File: config.mk
export PLATFORM = sky130hd
export DESIGN_NAME = ltmc_mode_ctrl
export DESIGN_NICKNAME = d
export VERILOG_FILES = /design/src/verilog/ltmc_pkg.sv /design/src/verilog/ltmc_sync.sv /design/src/verilog/ltmc_mode_ctrl.sv
export SDC_FILE = /design/constraint.sdc
export NUM_CORES = 1
export LEC_CHECK = 0
export ABC_CLOCK_PERIOD_IN_PS = 1800
export BUFFER_PORTS_ARGS = -buffer_cell sky130_fd_sc_hd__buf_2
export CORE_MARGIN = 1.5
export CORE_UTILIZATION = 52
export DETAILED_ROUTE_END_ITERATION = 12
export GPL_TIMING_DRIVEN = 0
export PLACE_DENSITY_LB_ADDON = 0.3
export SETUP_SLACK_MARGIN = 0.2
export SLEW_MARGIN = 5
export SYNTH_ARGS = -nofsm -noshare
export SYNTH_HDL_FRONTEND = slang
export SYNTH_SLANG_ARGS = --single-unit
File: constraint.sdc
create_clock -name mclk_in -period 1.8 [get_ports mclk_in]
set_clock_uncertainty 0.1 [all_clocks]
set_input_delay 0.27 -clock mclk_in [delete_from_list [all_inputs] [get_ports mclk_in]]
set_output_delay 0.27 -clock mclk_in [all_outputs]
set_load 0.02 [all_outputs]
File: src/verilog/ltmc_pkg.sv
// Package for the transceiver mode controller: mode codes, timing counts
// and the condition-flag carrier.
// Assumes a 50 MHz system clock on every module that imports it.
package ltmc_pkg;

  // System clock period in picoseconds.
  localparam int unsigned CLK_PERIOD_PS = 20000;

  // Wake filter least low time on the bus, in microseconds.
  localparam int unsigned WAKE_FILTER_US = 10;
  localparam int unsigned WAKE_FILTER_CYC =
    (WAKE_FILTER_US * 1000000 + CLK_PERIOD_PS - 1) / CLK_PERIOD_PS;

  // Contention compare debounce, in nanoseconds, covers bus delay.
  localparam int unsigned CONTEND_NS = 2000;
  localparam int unsigned CONTEND_CYC =
    (CONTEND_NS * 1000 + CLK_PERIOD_PS - 1) / CLK_PERIOD_PS;

  // Depth of the pin synchroniser.
  localparam int unsigned SYNC_STAGES = 3;

  // Operating modes, one-hot.
  typedef enum logic [4:0] {
    LTMC_POR   = 5'h01,
    LTMC_READY = 5'h02,
    LTMC_OPER  = 5'h04,
    LTMC_PDOWN = 5'h08,
    LTMC_TXOFF = 5'h10
  } ltmc_mode_t;

  localparam logic [4:0] MODE_RESET = 5'h01;

  // Synchronised analog condition flags.
  typedef struct packed {
    logic batt_above_on;
    logic batt_below_off;
    logic reg_good;
    logic thermal_ovl;
    logic bus_below_wake;
  } ltmc_cond_t;

  localparam int unsigned COND_W = 5;

endpackage : ltmc_pkg

File: src/verilog/ltmc_sync.sv
// Three-stage synchroniser with agreement filter for asynchronous pins.
// Assumes one clock and an asynchronous active-low reset.
`timescale 1ns/1ps
module ltmc_sync #(
  parameter int unsigned WIDTH = 1,
  parameter logic [WIDTH-1:0] RESET_VAL = '0
) (
  input  wire logic             mclk_in,
  input  wire logic             reset_n_in,
  input  wire logic [WIDTH-1:0] async_in,
  output logic      [WIDTH-1:0] sync_out
);
  import ltmc_pkg::*;

  logic [WIDTH-1:0] s1_q;
  logic [WIDTH-1:0] s2_q;
  logic [WIDTH-1:0] s3_q;

  // Elaboration-time guard: a zero-width synchroniser has nothing to do.
  if (WIDTH < 1) begin : g_bad_width
    $error("ltmc_sync: WIDTH must be at least 1");
  end

  // The first stage feeds the second only; agreement of the later two
  // decides the output, which rejects a single metastable sample.
  genvar i;
  for (i = 0; i < WIDTH; i++) begin : g_bit
    always_ff @(posedge mclk_in or negedge reset_n_in) begin
      if (!reset_n_in) begin
        s1_q[i]     <= RESET_VAL[i];
        s2_q[i]     <= RESET_VAL[i];
        s3_q[i]     <= RESET_VAL[i];
        sync_out[i] <= RESET_VAL[i];
      end else begin
        s1_q[i] <= async_in[i];
        s2_q[i] <= s1_q[i];
        s3_q[i] <= s2_q[i];
        if (s2_q[i] == s3_q[i]) begin
          sync_out[i] <= s3_q[i];
        end
      end
    end
  end

endmodule : ltmc_sync

File: src/verilog/ltmc_mode_ctrl.sv
// Operating-mode controller of a single-wire bus transceiver with regulator.
// Assumes analog comparators arrive as asynchronous digital levels and the
// host drives chip select and the open-drain fault line from outside.
// Operation
// - After supply comes up hold reset state until battery above on level.
// - Battery below off level returns to reset state from any mode.
// - Power-down keeps transmitter and regulator off; receiver and wake on.
// - Bus wake or chip select high leaves power-down via ready.
// - Power-down is entered only from operation or transmitter-off mode.
// - Ready powers regulator and receiver, transmitter off, bus recessive.
// - Ready waits for regulator good and chip select high.
// - At power-on, chip select low stays ready, high goes to operation.
// - Operation runs everything; chip select falling edge enters power-down.
// - Fault line low means transmitter-off mode with driver disabled.
// - Transmitter returns when fault line high and no internal fault.
// - Transmitter stays off while regulator unstable or recovering.
// - Wake flagged only after bus held low for the full filter time.
// - Thermal overload disables transmitter and regulator.
// - Regulator output under turn-off level is a fault; regulator off.
// - Enabled driver follows transmit data; receive follows the bus.
// - Debounced transmit versus bus mismatch pulls the fault line low.
// - Fault line driven low while regulator output is not good in ready, operation or transmitter-off mode.
`timescale 1ns/1ps
module ltmc_mode_ctrl #(
  parameter int unsigned WAKE_CYC    = ltmc_pkg::WAKE_FILTER_CYC,
  parameter int unsigned CONTEND_CNT = ltmc_pkg::CONTEND_CYC
) (
  input  wire logic mclk_in,
  input  wire logic reset_n_in,
  input  wire logic batt_above_on_in,
  input  wire logic batt_below_off_in,
  input  wire logic reg_good_in,
  input  wire logic reg_under_off_in,
  input  wire logic thermal_ovl_in,
  input  wire logic bus_below_wake_in,
  input  wire logic chip_select_wake_in,
  input  wire logic fault_tx_enable_in,
  input  wire logic tx_data_in,
  output logic      fault_tx_enable_out,
  output logic      fault_tx_enable_oe_out,
  output logic      bus_line_pin_out,
  output logic      bus_line_pin_oe_out,
  output logic      rx_data_out,
  output logic      reg_enable_out,
  output logic      rx_enable_out,
  output logic      digital_reset_out,
  output logic      wake_event_out,
  output ltmc_pkg::ltmc_mode_t mode_out
);
  import ltmc_pkg::*;

  localparam int unsigned WAKE_W = $clog2(WAKE_CYC + 1);
  localparam int unsigned CONT_W = $clog2(CONTEND_CNT + 1);

  // Elaboration-time guards: a zero count would make the filters trivial.
  if (WAKE_CYC < 1) begin : g_bad_wake
    $error("ltmc_mode_ctrl: WAKE_CYC below 1");
  end
  if (CONTEND_CNT < 1) begin : g_bad_contend
    $error("ltmc_mode_ctrl: CONTEND_CNT below 1");
  end

  ////////////////////////////////////////////////////////////////////////////
  // Input synchronisation.

  // All pin-level conditions pass the three-stage filter. Battery below off
  // resets high so the controller starts in the reset state.
  ltmc_cond_t cond_raw;
  ltmc_cond_t cond;
  logic [2:0] pins_raw;
  logic [2:0] pins_s;
  logic       reg_under_s;

  assign cond_raw = '{batt_above_on:  batt_above_on_in,
                      batt_below_off: batt_below_off_in,
                      reg_good:       reg_good_in,
                      thermal_ovl:    thermal_ovl_in,
                      bus_below_wake: bus_below_wake_in};
  assign pins_raw = {chip_select_wake_in, fault_tx_enable_in, tx_data_in};

  ltmc_sync #(.WIDTH(COND_W), .RESET_VAL(5'h08)) u_sync_cond (
    .mclk_in    (mclk_in),
    .reset_n_in (reset_n_in),
    .async_in   (cond_raw),
    .sync_out   (cond)
  );

  ltmc_sync #(.WIDTH(4), .RESET_VAL(4'h3)) u_sync_pins (
    .mclk_in    (mclk_in),
    .reset_n_in (reset_n_in),
    .async_in   ({reg_under_off_in, pins_raw}),
    .sync_out   ({reg_under_s, pins_s})
  );

  wire cs_s      = pins_s[2];
  wire fault_ext = pins_s[1];
  wire txd_s     = pins_s[0];

  ////////////////////////////////////////////////////////////////////////////
  // Wake filter and contention debounce.

  logic [WAKE_W-1:0] wake_cnt_q;
  logic [CONT_W-1:0] cont_cnt_q;
  logic              cs_prev_q;
  logic              reg_fault_q;
  ltmc_mode_t        mode_q;
  ltmc_mode_t        mode_d;

  // Counter saturates; any return above threshold restarts the filter.
  wire wake_full = (wake_cnt_q == WAKE_CYC[WAKE_W-1:0]);
  always_ff @(posedge mclk_in or negedge reset_n_in) begin
    if (!reset_n_in) wake_cnt_q <= '0;
    else if (!cond.bus_below_wake) wake_cnt_q <= '0;
    else if (!wake_full) wake_cnt_q <= wake_cnt_q + 1'b1;
  end
  assign wake_event_out = wake_full && (mode_q == LTMC_PDOWN);

  // Driving recessive while the bus reads dominant is contention; compare
  // only when our driver is active, else a foreign master looks like one.
  wire tx_on    = (mode_q == LTMC_OPER);
  wire mismatch = tx_on && (txd_s != !cond.bus_below_wake);
  wire cont_full = (cont_cnt_q == CONTEND_CNT[CONT_W-1:0]);
  // A flagged contention stays until the bus reads recessive again; if it
  // cleared on leaving operation mode the driver would come straight back
  // into the fight and the mode would oscillate.
  wire cont_hold = cont_full && cond.bus_below_wake;
  always_ff @(posedge mclk_in or negedge reset_n_in) begin
    if (!reset_n_in) cont_cnt_q <= '0;
    else if (!mismatch && !cont_hold) cont_cnt_q <= '0;
    else if (!cont_full) cont_cnt_q <= cont_cnt_q + 1'b1;
  end

  ////////////////////////////////////////////////////////////////////////////
  // Internal fault and wired-AND line.

  // Regulator fault latches until regulator reports good again, so the
  // transmitter stays off across the whole recovery.
  always_ff @(posedge mclk_in or negedge reset_n_in) begin
    if (!reset_n_in) reg_fault_q <= 1'b0;
    else if (reg_under_s) reg_fault_q <= 1'b1;
    else if (cond.reg_good) reg_fault_q <= 1'b0;
  end

  wire reg_on_mode = (mode_q == LTMC_READY) || (mode_q == LTMC_OPER) ||
                     (mode_q == LTMC_TXOFF);
  wire reg_bad = reg_on_mode && (!cond.reg_good || reg_fault_q);
  wire int_fault = cont_full || cond.thermal_ovl || reg_bad;
  // Effective line level: low when either side pulls.
  wire line_high = fault_ext && !int_fault;

  ////////////////////////////////////////////////////////////////////////////
  // Mode state machine.

  wire cs_fall = cs_prev_q && !cs_s;
  wire reg_ok  = cond.reg_good && !reg_fault_q;

  always_comb begin
    mode_d = mode_q;
    if (cond.batt_below_off) begin
      mode_d = LTMC_POR;
    end else begin
      unique case (mode_q)
        LTMC_POR: begin
          if (cond.batt_above_on) mode_d = LTMC_READY;
        end
        LTMC_READY: begin
          if (reg_ok && cs_s && line_high) mode_d = LTMC_OPER;
          else if (reg_ok && cs_s) mode_d = LTMC_TXOFF;
        end
        LTMC_OPER: begin
          if (cs_fall) mode_d = LTMC_PDOWN;
          else if (!line_high) mode_d = LTMC_TXOFF;
        end
        LTMC_TXOFF: begin
          if (!cs_s) mode_d = LTMC_PDOWN;
          else if (line_high && reg_ok) mode_d = LTMC_OPER;
        end
        LTMC_PDOWN: begin
          if (wake_full || cs_s) mode_d = LTMC_READY;
        end
        default: mode_d = LTMC_POR;
      endcase
    end
  end

  always_ff @(posedge mclk_in or negedge reset_n_in) begin
    if (!reset_n_in) begin
      mode_q    <= ltmc_mode_t'(MODE_RESET);
      cs_prev_q <= 1'b0;
    end else begin
      mode_q    <= mode_d;
      cs_prev_q <= cs_s;
    end
  end

  ////////////////////////////////////////////////////////////////////////////
  // Outputs.

  // Registered outputs so the pins never glitch on a decode change.
  always_ff @(posedge mclk_in or negedge reset_n_in) begin
    if (!reset_n_in) begin
      bus_line_pin_oe_out    <= 1'b0;
      fault_tx_enable_oe_out <= 1'b0;
      reg_enable_out         <= 1'b0;
      rx_enable_out          <= 1'b0;
      rx_data_out            <= 1'b1;
    end else begin
      // Dominant only when enabled and transmit data low.
      bus_line_pin_oe_out    <= (mode_d == LTMC_OPER) && !txd_s;
      fault_tx_enable_oe_out <= int_fault;
      // Regulator off in reset, power-down, or on overload/fault.
      reg_enable_out <= reg_on_mode && !cond.thermal_ovl &&
                        !reg_under_s;
      rx_enable_out  <= (mode_q != LTMC_POR);
      rx_data_out    <= !cond.bus_below_wake;
    end
  end

  assign bus_line_pin_out    = 1'b0;
  assign fault_tx_enable_out = 1'b0;
  assign digital_reset_out   = (mode_q == LTMC_POR);
  assign mode_out            = mode_q;

endmodule : ltmc_mode_ctrl

# [Word level (Yosys, flattened, before mapping)]
# Cells that the tools add are included.
[word_totals] register_bits=64 latch_bits=0 ramBits=0 rom_bits=0 input_bits=11 wordCells=116 memories=0
[classes] add_sub_neg=2 mul=0 div_mod_pow=0 order_cmp=0 eq_ne=21 n_shift=0 muxes=16 bitwise=0 n_reduce_logical=31
[ops] operator="5-bit two-way mux" count=9
[ops] operator="5-bit one-hot mux with 5 select lines" count=1
[ops] operator="9-bit two-way mux" count=2
[ops] operator="1-bit logical AND" count=14
[ops] operator="7-bit two-way mux" count=2
[ops] operator="5-bit by 3-bit equality test with 1-bit output (second input constant)" count=2
[ops] operator="1-bit zero test" count=10
[ops] operator="9-bit by 1-bit adder with 9-bit output (second input constant)" count=1
[ops] operator="1-bit equality test" count=9
[ops] operator="9-bit equality test (second input constant)" count=1
[ops] operator="7-bit by 1-bit adder with 7-bit output (second input constant)" count=1
[ops] operator="7-bit equality test (second input constant)" count=1
[ops] operator="1-bit logical OR" count=6
[ops] operator="5-bit by 1-bit equality test with 1-bit output (second input constant)" count=1
[ops] operator="5-bit by 2-bit equality test with 1-bit output (second input constant)" count=1
[ops] operator="5-bit by 4-bit equality test with 1-bit output (second input constant)" count=1
[ops] operator="5-bit equality test (second input constant)" count=1
[ops] operator="5-bit by 1-bit != test with 1-bit output (second input constant)" count=1
[ops] operator="1-bit two-way mux" count=2
[ops] operator="2-bit by 1-bit != test with 1-bit output (second input constant)" count=1
[ops] operator="2-bit != test (second input constant)" count=1
[ops] operator="2-bit nonzero test" count=1
[ops] operator="1-bit != test" count=1

# [Depth between registers and ports, before layout]
# Gate-level depths: netlist (run 1).
[logic_depth] depth_word=14 depth_mapped=7 mapped_depth_nobuf=7

# [Modules after synthesis]
# A second synthesis (run 1) with hierarchy kept.
[hier_totals] cells_unflattened=212 hier_area_um2=2608.8
[modules_own_cells] module="ltmc_mode_ctrl" n_inst=1 cells_per_inst=167 area_each_um2=1591.5 seq_area_each_um2=703.2
[modules_own_cells] module="ltmc_sync at u_sync_cond" n_inst=1 cells_per_inst=25 area_each_um2=561.8 seq_area_each_um2=505.5
[modules_own_cells] module="ltmc_sync at u_sync_pins" n_inst=1 cells_per_inst=20 area_each_um2=455.4 seq_area_each_um2=410.4

# [Worst setup path after synthesis (run 1)]
# Ideal clock, no wire load.
[synth_timing] kind="flip-flop to flip-flop" start="register mode_q[4], in the netlist mode_out[4]" end="register bus_line_pin_oe_out" setup_ns=0.068 arrival_ns=1.712 setup_slack_ns=-0.080 stages_incl_launch_ff=6 n_path_buf=1 cell_sequence="dfrtp_1 -> clkbuf_1 -> mux2_2 -> a211o_1 -> o22ai_1 -> and4_1"
[synth_via] elab_chain_cells=14
[synth_rtl] element="start: declaration" line_no="ltmc_mode_ctrl.sv:106" text="ltmc_mode_t mode_q;"
[synth_rtl] element="start signal: assignment" line_no="ltmc_mode_ctrl.sv:188" text="mode_q <= ltmc_mode_t'(MODE_RESET);"
[synth_rtl] element="start signal: assignment" line_no="ltmc_mode_ctrl.sv:191" text="mode_q <= mode_d;"
[synth_rtl] element="5-bit by 2-bit equality test with 1-bit output / 5-bit by 3-bit equality test with 1-bit output (equally long branches)" line_no="ltmc_mode_ctrl.sv:144, ltmc_mode_ctrl.sv:162"
[synth_rtl] element="1-bit logical OR (2 in a row)" line_no="ltmc_mode_ctrl.sv:144" text="wire reg_on_mode = (mode_q == LTMC_READY) || (mode_q == LTMC_OPER) ||"
[synth_rtl] element="1-bit logical AND" line_no="ltmc_mode_ctrl.sv:146" text="wire reg_bad = reg_on_mode && (!cond.reg_good || reg_fault_q);"
[synth_rtl] element="1-bit logical OR" line_no="ltmc_mode_ctrl.sv:147" text="wire int_fault = cont_full || cond.thermal_ovl || reg_bad;"
[synth_rtl] element="1-bit zero test" line_no="ltmc_mode_ctrl.sv:149" text="wire line_high = fault_ext && !int_fault;"
[synth_rtl] element="1-bit logical AND" line_no="ltmc_mode_ctrl.sv:149"
[synth_rtl] element="1-bit logical AND" line_no="ltmc_mode_ctrl.sv:176" text="else if (line_high && reg_ok) mode_d = LTMC_OPER;"
[synth_rtl] element="5-bit two-way mux" line_no="ltmc_mode_ctrl.sv:176"
[synth_rtl] element="5-bit two-way mux" line_no="ltmc_mode_ctrl.sv:175" text="if (!cs_s) mode_d = LTMC_PDOWN;"
[synth_rtl] element="5-bit one-hot mux with 5 select lines *" line_no="ltmc_mode_ctrl.sv:162" text="unique case (mode_q)"
[synth_rtl] element="5-bit two-way mux *" line_no="ltmc_mode_ctrl.sv:159" text="if (cond.batt_below_off) begin"
[synth_rtl] element="5-bit by 3-bit equality test with 1-bit output *" line_no="ltmc_mode_ctrl.sv:209" text="bus_line_pin_oe_out <= (mode_d == LTMC_OPER) && !txd_s;"
[synth_rtl] element="1-bit logical AND *" line_no="ltmc_mode_ctrl.sv:209"
[synth_rtl] element="end signal: assignment" line_no="ltmc_mode_ctrl.sv:209"
[synth_rtl] element="end: declaration" line_no="ltmc_mode_ctrl.sv:42" text="output logic bus_line_pin_oe_out,"
# Every way passes the cells marked *; elsewhere a longest branch is shown, timed or not.
# A chain may end at the register's enable or synchronous reset.

# [Worst setup path in the final report (run 1)]
[layout_timing] start="register wake_cnt_q[1]" end="register bus_line_pin_oe_out"
[layout_via] elab_chain_cells=7
[layout_rtl] element="start: declaration" line_no="ltmc_mode_ctrl.sv:102" text="logic [WAKE_W-1:0] wake_cnt_q;"
[layout_rtl] element="start signal: assignment" line_no="ltmc_mode_ctrl.sv:114" text="else if (!wake_full) wake_cnt_q <= wake_cnt_q + 1'b1;"
[layout_rtl] element="9-bit equality test" line_no="ltmc_mode_ctrl.sv:110" text="wire wake_full = (wake_cnt_q == WAKE_CYC[WAKE_W-1:0]);"
[layout_rtl] element="1-bit logical OR" line_no="ltmc_mode_ctrl.sv:179" text="if (wake_full || cs_s) mode_d = LTMC_READY;"
[layout_rtl] element="5-bit two-way mux" line_no="ltmc_mode_ctrl.sv:179"
[layout_rtl] element="5-bit one-hot mux with 5 select lines" line_no="ltmc_mode_ctrl.sv:162"
[layout_rtl] element="5-bit two-way mux" line_no="ltmc_mode_ctrl.sv:159"
[layout_rtl] element="5-bit by 3-bit equality test with 1-bit output" line_no="ltmc_mode_ctrl.sv:209"
[layout_rtl] element="1-bit logical AND" line_no="ltmc_mode_ctrl.sv:209"
# No other way between the ends.

==> flow_summary.json, run 1 <==
{
  "finalWorstSetupSlack_ns": -0.1585,
  "muxShareOfSynthArea_pct": 1.250,
  "syn_area_sq_um": 2502,
  "critPathBufInv": 5,
  "switching_share_pct": 25.55,
  "finalPower_w": 0.003423,
  "synth_xor_area_share_pct": 3.850,
  "crit_path_max_fanout": 3,
  "r2r_cells": 11,
  "max_freq_ghz": 0.5106,
  "slowest_stage": "dfrtp_1",
  "synthDistinctLibCells": 40,
  "power_density_nw_per_um2": 978.2,
  "root_buffer": "clkbuf_8",
  "grt_overflow": 0,
  "start_util_pct": 53.33,
  "yosysWarnings": 0,
  "period_share_pct": 108.8,
  "rsz0062_at_grt": "yes",
  "cp_common_cell": "buf_6",
  "cts.sinks": 64,
  "leakage_nw": 1.568,
  "grt_first_pass_wirelength_microns": 8342,
  "p_seq_share_pct": 47.7,
  "dp_slack_ns": -0.1382,
  "maxSlewHeadroom_pct": 48.34,
  "synth-seq-area-share_pct": 64.70,
  "final_cell_mix": "dfrtp_1 (49), buf_4 (31), nor2_1 (20)",
  "end_kind": "register",
  "grt_max_degree": 65,
  "clk_latency_ns": 0.33,
  "cp.arrival_ns": 2.12,
  "critPathKind": "register to register",
  "final_common_cell": "dfrtp_1",
  "postRouteWirelength_microns": 5297,
  "cp.required_ns": 1.96,
  "cts_tree": "built",
  "setup_violations": 6,
  "clockBufferDepth": 2,
  "crit_path_start_kind": "register",
  "finalHoldViolations": 0,
  "first_pass_iters": 4,
  "tightestPinTransition_ns": 0.7748,
  "coreArea_sq_um": 4692,
  "routedWlPerCell_microns": 15.35,
  "cp_top_family": "simple AND/OR/NAND/NOR gates",
  "p_switching_w": 0.0008745,
  "drt_iter0_markers": 139,
  "diodes": 0,
  "crit_chain": "inv_2 -> ha_4 -> nand4b_1 -> nor2_2 -> buf_4 -> buf_6 -> buf_6 -> buf_6 -> nor3_2 -> a31oi_1 -> and4_1",
  "die-area_sq_um": 5237,
  "synth_compound_area_share_pct": 7.100,
  "num_vias": 1833,
  "gp_congestion": 0.8696,
  "via_per_inst": 5.313,
  "io_buffers": 22,
  "synth_simple_gate_area_share_pct": 14.20,
  "io_pins": 25,
  "fin_nets": 301,
  "cts_buffers": 9,
  "slew_viol_final": 0,
  "internal_power_w": 0.002549,
  "hold_path_class": "register to register",
  "crit_cells": 11,
  "synth_top_family_by_area": "simple AND/OR/NAND/NOR gates",
  "antenna_found_initial": 0,
  "syn2layout_area_growth_pct": 39.85,
  "route.detailed.drc": 0,
  "die_h_microns": 72.37,
  "synth_cells": 205,
  "drive_gt1_share_pct": 42.61,
  "status": "complete, but fails checks",
  "max_stage_delay_ns": 0.41,
  "htreeDepth": 3,
  "synth.avg_cell_area_sq_um": 12.21,
  "ant_nets": 0,
  "cts.clk_slew.worst_paths_ns": 0.06,
  "combPwrFrac_pct": 16.9,
  "holdPathStages": 0,
  "hpwl_microns": 2703,
  "dieWidth_microns": 72.37,
  "ys_seq_elements": 64,
  "track_usage_pct": 21.68,
  "row_count": 25,
  "min_period_ns": 1.958,
  "p_clk_share_pct": 35.4,
  "failed_checks": "setup timing",
  "synthAdderAreaFrac_pct": 5.600,
  "irDropWorstVdd_mv": 0.7910,
  "cap_viol_max_count": 0,
  "grt_pass1_vias": 1744
}
## synthesized netlist by cell type
library cell	number	area share, %
o22ai_1	1	0.25
nand4_1	2	0.50
a31oi_1	3	0.75
ha_1	4	2.0
xor2_1	6	2.1
a21boi_0	2	0.60
mux2_2	1	0.45
nand2_1	6	0.90
mux2i_1	2	0.80
and3_1	4	1.0
inv_1	9	1.3
nor2b_1	5	1.3
o21a_1	1	0.30
and2b_1	2	0.60
o41a_1	1	0.45
buf_4	3	0.90
nand3b_1	2	0.60
a21o_1	2	0.60
or3_1	2	0.50
nor3_1	10	2.0
maj3_1	9	3.6
xnor2_1	5	1.7
clkbuf_1	2	0.30
conb_1	1	0.15
nand4b_1	2	0.70
nor2_1	24	3.6
buf_6	1	0.45
and2_1	1	0.25
a211o_1	1	0.35
o21ai_0	8	1.6
nand3_1	6	1.2
dfstp_2	14	15
o211ai_1	1	0.30
a32oi_1	2	0.70
a21oi_1	6	1.2
dfrtp_1	50	50
clkinv_1	1	0.15
nand2b_1	1	0.25
nor3b_2	1	0.50
and4_1	1	0.35
## routing by layer
layer  track usage [%]  share of wire, %
met1             27.56                43
met2             34.77                51
met3             7.222               4.8
met4             8.176               1.2
met5                 0                 0
## registers in the layout, summed over array words and instances, names as in the netlist
register,flops
fault_tx_enable_oe_out,1
cs_prev_q,1
u_sync_cond.s2_q,5
mode_out,5
rx_enable_out,1
wake_cnt_q,9
u_sync_pins.s3_q,4
u_sync_cond.sync_out,5
bus_line_pin_oe_out,1
u_sync_cond.s3_q,5
u_sync_pins.s2_q,4
rx_data_out,1
u_sync_pins.s1_q,4
reg_enable_out,1
u_sync_cond.s1_q,5
cont_cnt_q,7
reg_fault_q,1
u_sync_pins.sync_out,4
## per-stage QoR
stage / instance area (sq um) / cells / hold WS (ns) / util, % / TNS [ns]
3_5_place_dp: 2703 / 282 / 0.2347 / 57.60 / -0.5139
5_1_grt: 3500 / 345 / 0.2529 / 74.59 / -0.8341
3_3_place_gp: 2700 / 282 / 0.2322 / 57.55 / -0.2323
2_1_floorplan: 2522 / 206 / -0.1256 / - / 0
4_1_cts: 3347 / 336 / 0.2496 / 71.33 / -0.1980
6_report: 3500 / 345 / 0.2478 / 74.59 / -0.4766
## final cells by class
class                           instances  area [sq um]
Sequential cell                        64          1620
Fill cell                             293          1192
Multi-Input combinational cell        126         978.4
Timing Repair Buffer                   69         544.3
Clock buffer                           13         158.9
Tap cell                               54         67.56
Buffer                                  6         52.55
Clock inverter                          3         40.04
Inverter                               10         37.54
## worst register-to-register path: cells and delay by family, from the launching register on
family | cells | cell delay (ns)
AND/OR/NAND/NOR | 4 | 0.59
adder cells (fa/ha/maj) | 1 | 0.12
buffers and inverters | 5 | 0.49
flip-flops | 1 | 0.41
AO/OA/AOI/OAI | 1 | 0.18
## kinds of logic after synthesis
group,Yosys count
mux,3
compound gates,28
other cells,1
xor+xnor,11
buf+inv,16
simple gates,69
flops,64
fa+ha+maj,13
## power groups by stage
| stage | logic (W) | clock network (W) | registers [W] |
|---|---|---|---|
| after CTS | 0.000481 | 0.00126 | 0.00162 |
| after floorplan | 0.000195 | 0 | 0.00166 |
| after global placement | 0.000332 | 0 | 0.00164 |
| after detailed placement | 0.000340 | 0 | 0.00165 |
| after global routing | 0.000620 | 0.00131 | 0.00164 |
| final | 0.000578 | 0.00121 | 0.00163 |
## final timing paths
kind	to	startpoint	slack (ns)
worst max-delay path	bus_line_pin_oe_out	wake_cnt_q[1]	-0.16
worst min-delay path	u_sync_cond.s2_q[1]	u_sync_cond.s1_q[1]	0.25
worst max register to register	bus_line_pin_oe_out	wake_cnt_q[1]	-0.16
worst min register to register	u_sync_cond.s2_q[1]	u_sync_cond.s1_q[1]	0.25
max in group asynchronous	mode_out[1]	reset_n_in	0.58
min in group asynchronous	wake_cnt_q[6]	reset_n_in	0.45
## what timing repair did
action	CTS	global route
resized for setup	37	20
endpoints found under the hold margin	59	0
buffers inserted	28	9
endpoints found under the setup margin	15	20
hold buffers	10	0
pin swaps	18	15
No activity file was read; power rests on OpenSTA's default activity.
==> inputs of run 2 (changes only) <==
--- a/config.mk
+++ b/config.mk
@@ -12,4 +12,5 @@
 export DETAILED_ROUTE_END_ITERATION = 12
 export GPL_TIMING_DRIVEN = 0
+export MAX_ROUTING_LAYER = met4
 export PLACE_DENSITY_LB_ADDON = 0.3
 export SETUP_SLACK_MARGIN = 0.2
==> constraint.sdc (replaced) <==
create_clock -name mclk_in -period 1.8 [get_ports mclk_in]
set_clock_uncertainty 0.1 [all_clocks]
set_input_delay 0.36 -clock mclk_in [delete_from_list [all_inputs] [get_ports mclk_in]]
set_output_delay 0.36 -clock mclk_in [all_outputs]
set_load 0.02 [all_outputs]
==> flow_summary.json, run 2 (same netlist as run 1, synthesis figures left out) <==
{
  "power_density_nw_per_um2": 1085,
  "gp_congestion": 0.8567,
  "cts_buffers": 9,
  "root_buffer": "clkbuf_8",
  "postRouteWirelength_microns": 5107,
  "fill_cells": 300,
  "clockBufferDepth": 2,
  "critPathKind": "register to output pin",
  "cts.clk_slew.worst_paths_ns": 0.07,
  "irDropWorstVdd_mv": 0.7331,
  "cp_common_cell": "inv_2",
  "finalWorstSetupSlack_ns": -0.1911,
  "first_pass_iters": 4,
  "htreeDepth": 3,
  "drive_gt1_share_pct": 41.16,
  "track_usage_pct": 21.53,
  "status": "complete, but fails checks",
  "io_buffers": 22,
  "slowest_stage": "dfrtp_1",
  "cp.arrival_ns": 1.53,
  "crit_chain": "inv_2 -> ha_4 -> nand4b_1 -> nor2_2 -> inv_2 -> nor2_4 -> buf_6",
  "antenna_found_initial": 0,
  "dp_slack_ns": -0.1029,
  "dieWidth_microns": 72.37,
  "route.detailed.drc": 0,
  "multiInputGateArea_sq_um": 935.9,
  "ant_nets": 0,
  "max_freq_ghz": 0.5022,
  "row_count": 25,
  "holdWs_ns": -0.01831,
  "period_share_pct": 110.6,
  "cp_top_family": "flip-flops",
  "cts_tree": "built",
  "tightestPinTransition_ns": 0.7597,
  "coreArea_sq_um": 4692,
  "cts.sinks": 64,
  "crit_path_start_kind": "register",
  "critPathBufInv": 3,
  "final_cell_mix": "dfrtp_1 (49), buf_4 (23), nor2_1 (22)",
  "syn2layout_area_growth_pct": 36.30,
  "cap_viol_max_count": 0,
  "largestRegisters": "wake_cnt_q: 9 flops, cont_cnt_q: 7 flops",
  "dr_wl_met3_microns": 238,
  "hold_path_class": "input pin to async pin",
  "cp.required_ns": 1.34,
  "grt_max_degree": 65,
  "top_register": "wake_cnt_q",
  "regArea_sq_um": 1620,
  "routedWlPerCell_microns": 15.43,
  "rsz0062_at_grt": "yes",
  "finalHoldViolations": 15,
  "start_util_pct": 53.33,
  "setup_violations": 6,
  "setup_tns_ns": -0.6452,
  "highest_layer": "met4",
  "crit_path_max_fanout": 2,
  "die_h_microns": 72.37,
  "via_per_inst": 5.459,
  "hpwl_microns": 2771,
  "failed_checks": "hold timing, setup timing",
  "max_stage_delay_ns": 0.40,
  "die-area_sq_um": 5237,
  "drt-met1-wl_microns": 2118,
  "drt_iter0_markers": 129,
  "slew_viol_final": 0,
  "maxSlewHeadroom_pct": 49.35,
  "grt_overflow": 0,
  "clk_latency_ns": 0.34,
  "io_pins": 25,
  "diodes": 0,
  "end_kind": "output pin",
  "final_common_cell": "dfrtp_1",
  "leakage_nw": 1.536,
  "num_vias": 1807,
  "wl_met2_microns": 2606,
  "min_period_ns": 1.991,
  "largest_reg_flops": 9,
  "fin_nets": 287,
  "grt_pass1_vias": 1730,
  "grt_first_pass_wirelength_microns": 8052
}
[run 2: cell types whose count changed in the layout (fill, tap and decap cells not counted), moves of 2 or more]
| cell | before | now |
|---|---|---|
| o21ai_1 | 0 | 2 |
| bufinv_16 | 1 | 3 |
| dlygate4sd3_1 | 10 | 1 |
| o21ai_2 | 2 | 0 |
| nor2b_1 | 3 | 5 |
| clkbuf_1 | 2 | 0 |
| buf_4 | 31 | 23 |
| buf_6 | 12 | 15 |
| nor2_1 | 20 | 22 |
[run 2: repair_timing]
item	CTS	global route
hold buffers	0	1
resized for setup	29	21
pin swaps	8	11
setup buffers	22	10
setup endpoints to repair	17	20
hold endpoints to repair	0	1
[run 2: layer usage]
metal | vias to the layer above | global-route usage, %
li1 | 835 | -
met1 | 910 | 26.34
met2 | 47 | 32.10
met3 | 15 | 6.389
met4 | 0 | 12.16
met5 | - | -
[run 2: through the flow]
step | hold WS [ns] | total power (W) | instances | cell area (sq um) | util, %
floorplan | -0.03559 | 0.001862 | 206 | 2522 | -
global placement | 0.2321 | 0.001979 | 282 | 2700 | 57.55
detailed placement | 0.2364 | 0.001996 | 282 | 2703 | 57.60
CTS | 0.008080 | 0.003685 | 320 | 3243 | 69.12
global route | 0.004637 | 0.003849 | 331 | 3411 | 72.69
finish | -0.01831 | 0.003701 | 331 | 3411 | 72.69
[run 2: power by group]
| part | internal (W) | switching (W) | leakage (nW) |
|---|---|---|---|
| clock | 0.000993 | 0.000535 | 0.126 |
| combinational | 0.000275 | 0.000278 | 0.634 |
| sequential | 0.00155 | 0.0000697 | 0.777 |
| total | 0.00282 | 0.000882 | 1.54 |
[run 2: worst paths after layout]
| check | slack, ns | startpoint | to | depth (start not counted) |
|---|---|---|---|---|
| max | -0.19 | wake_cnt_q[1] | wake_event_out | 7 |
| min | -0.02 | reset_n_in | wake_cnt_q[6] | 1 |
| max reg2reg | -0.13 | mode_out[4] | bus_line_pin_oe_out | 6 |
| min reg2reg | 0.25 | u_sync_pins.s1_q[2] | u_sync_pins.s2_q[2] | 0 |
| max in group asynchronous | 1.07 | reset_n_in | mode_out[1] | 1 |
| min in group mclk_in | 0.02 | tx_data_in | u_sync_pins.s1_q[0] | 1 |
[run 2: area by class of cell]
cell class	instances	area share, %
Buffer	6	1.541
Clock buffer	11	4.439
Clock inverter	5	3.008
Inverter	10	1.101
Multi-Input combinational cell	126	27.44
Sequential cell	64	47.51
Tap cell	54	1.981
Timing Repair Buffer	55	12.99
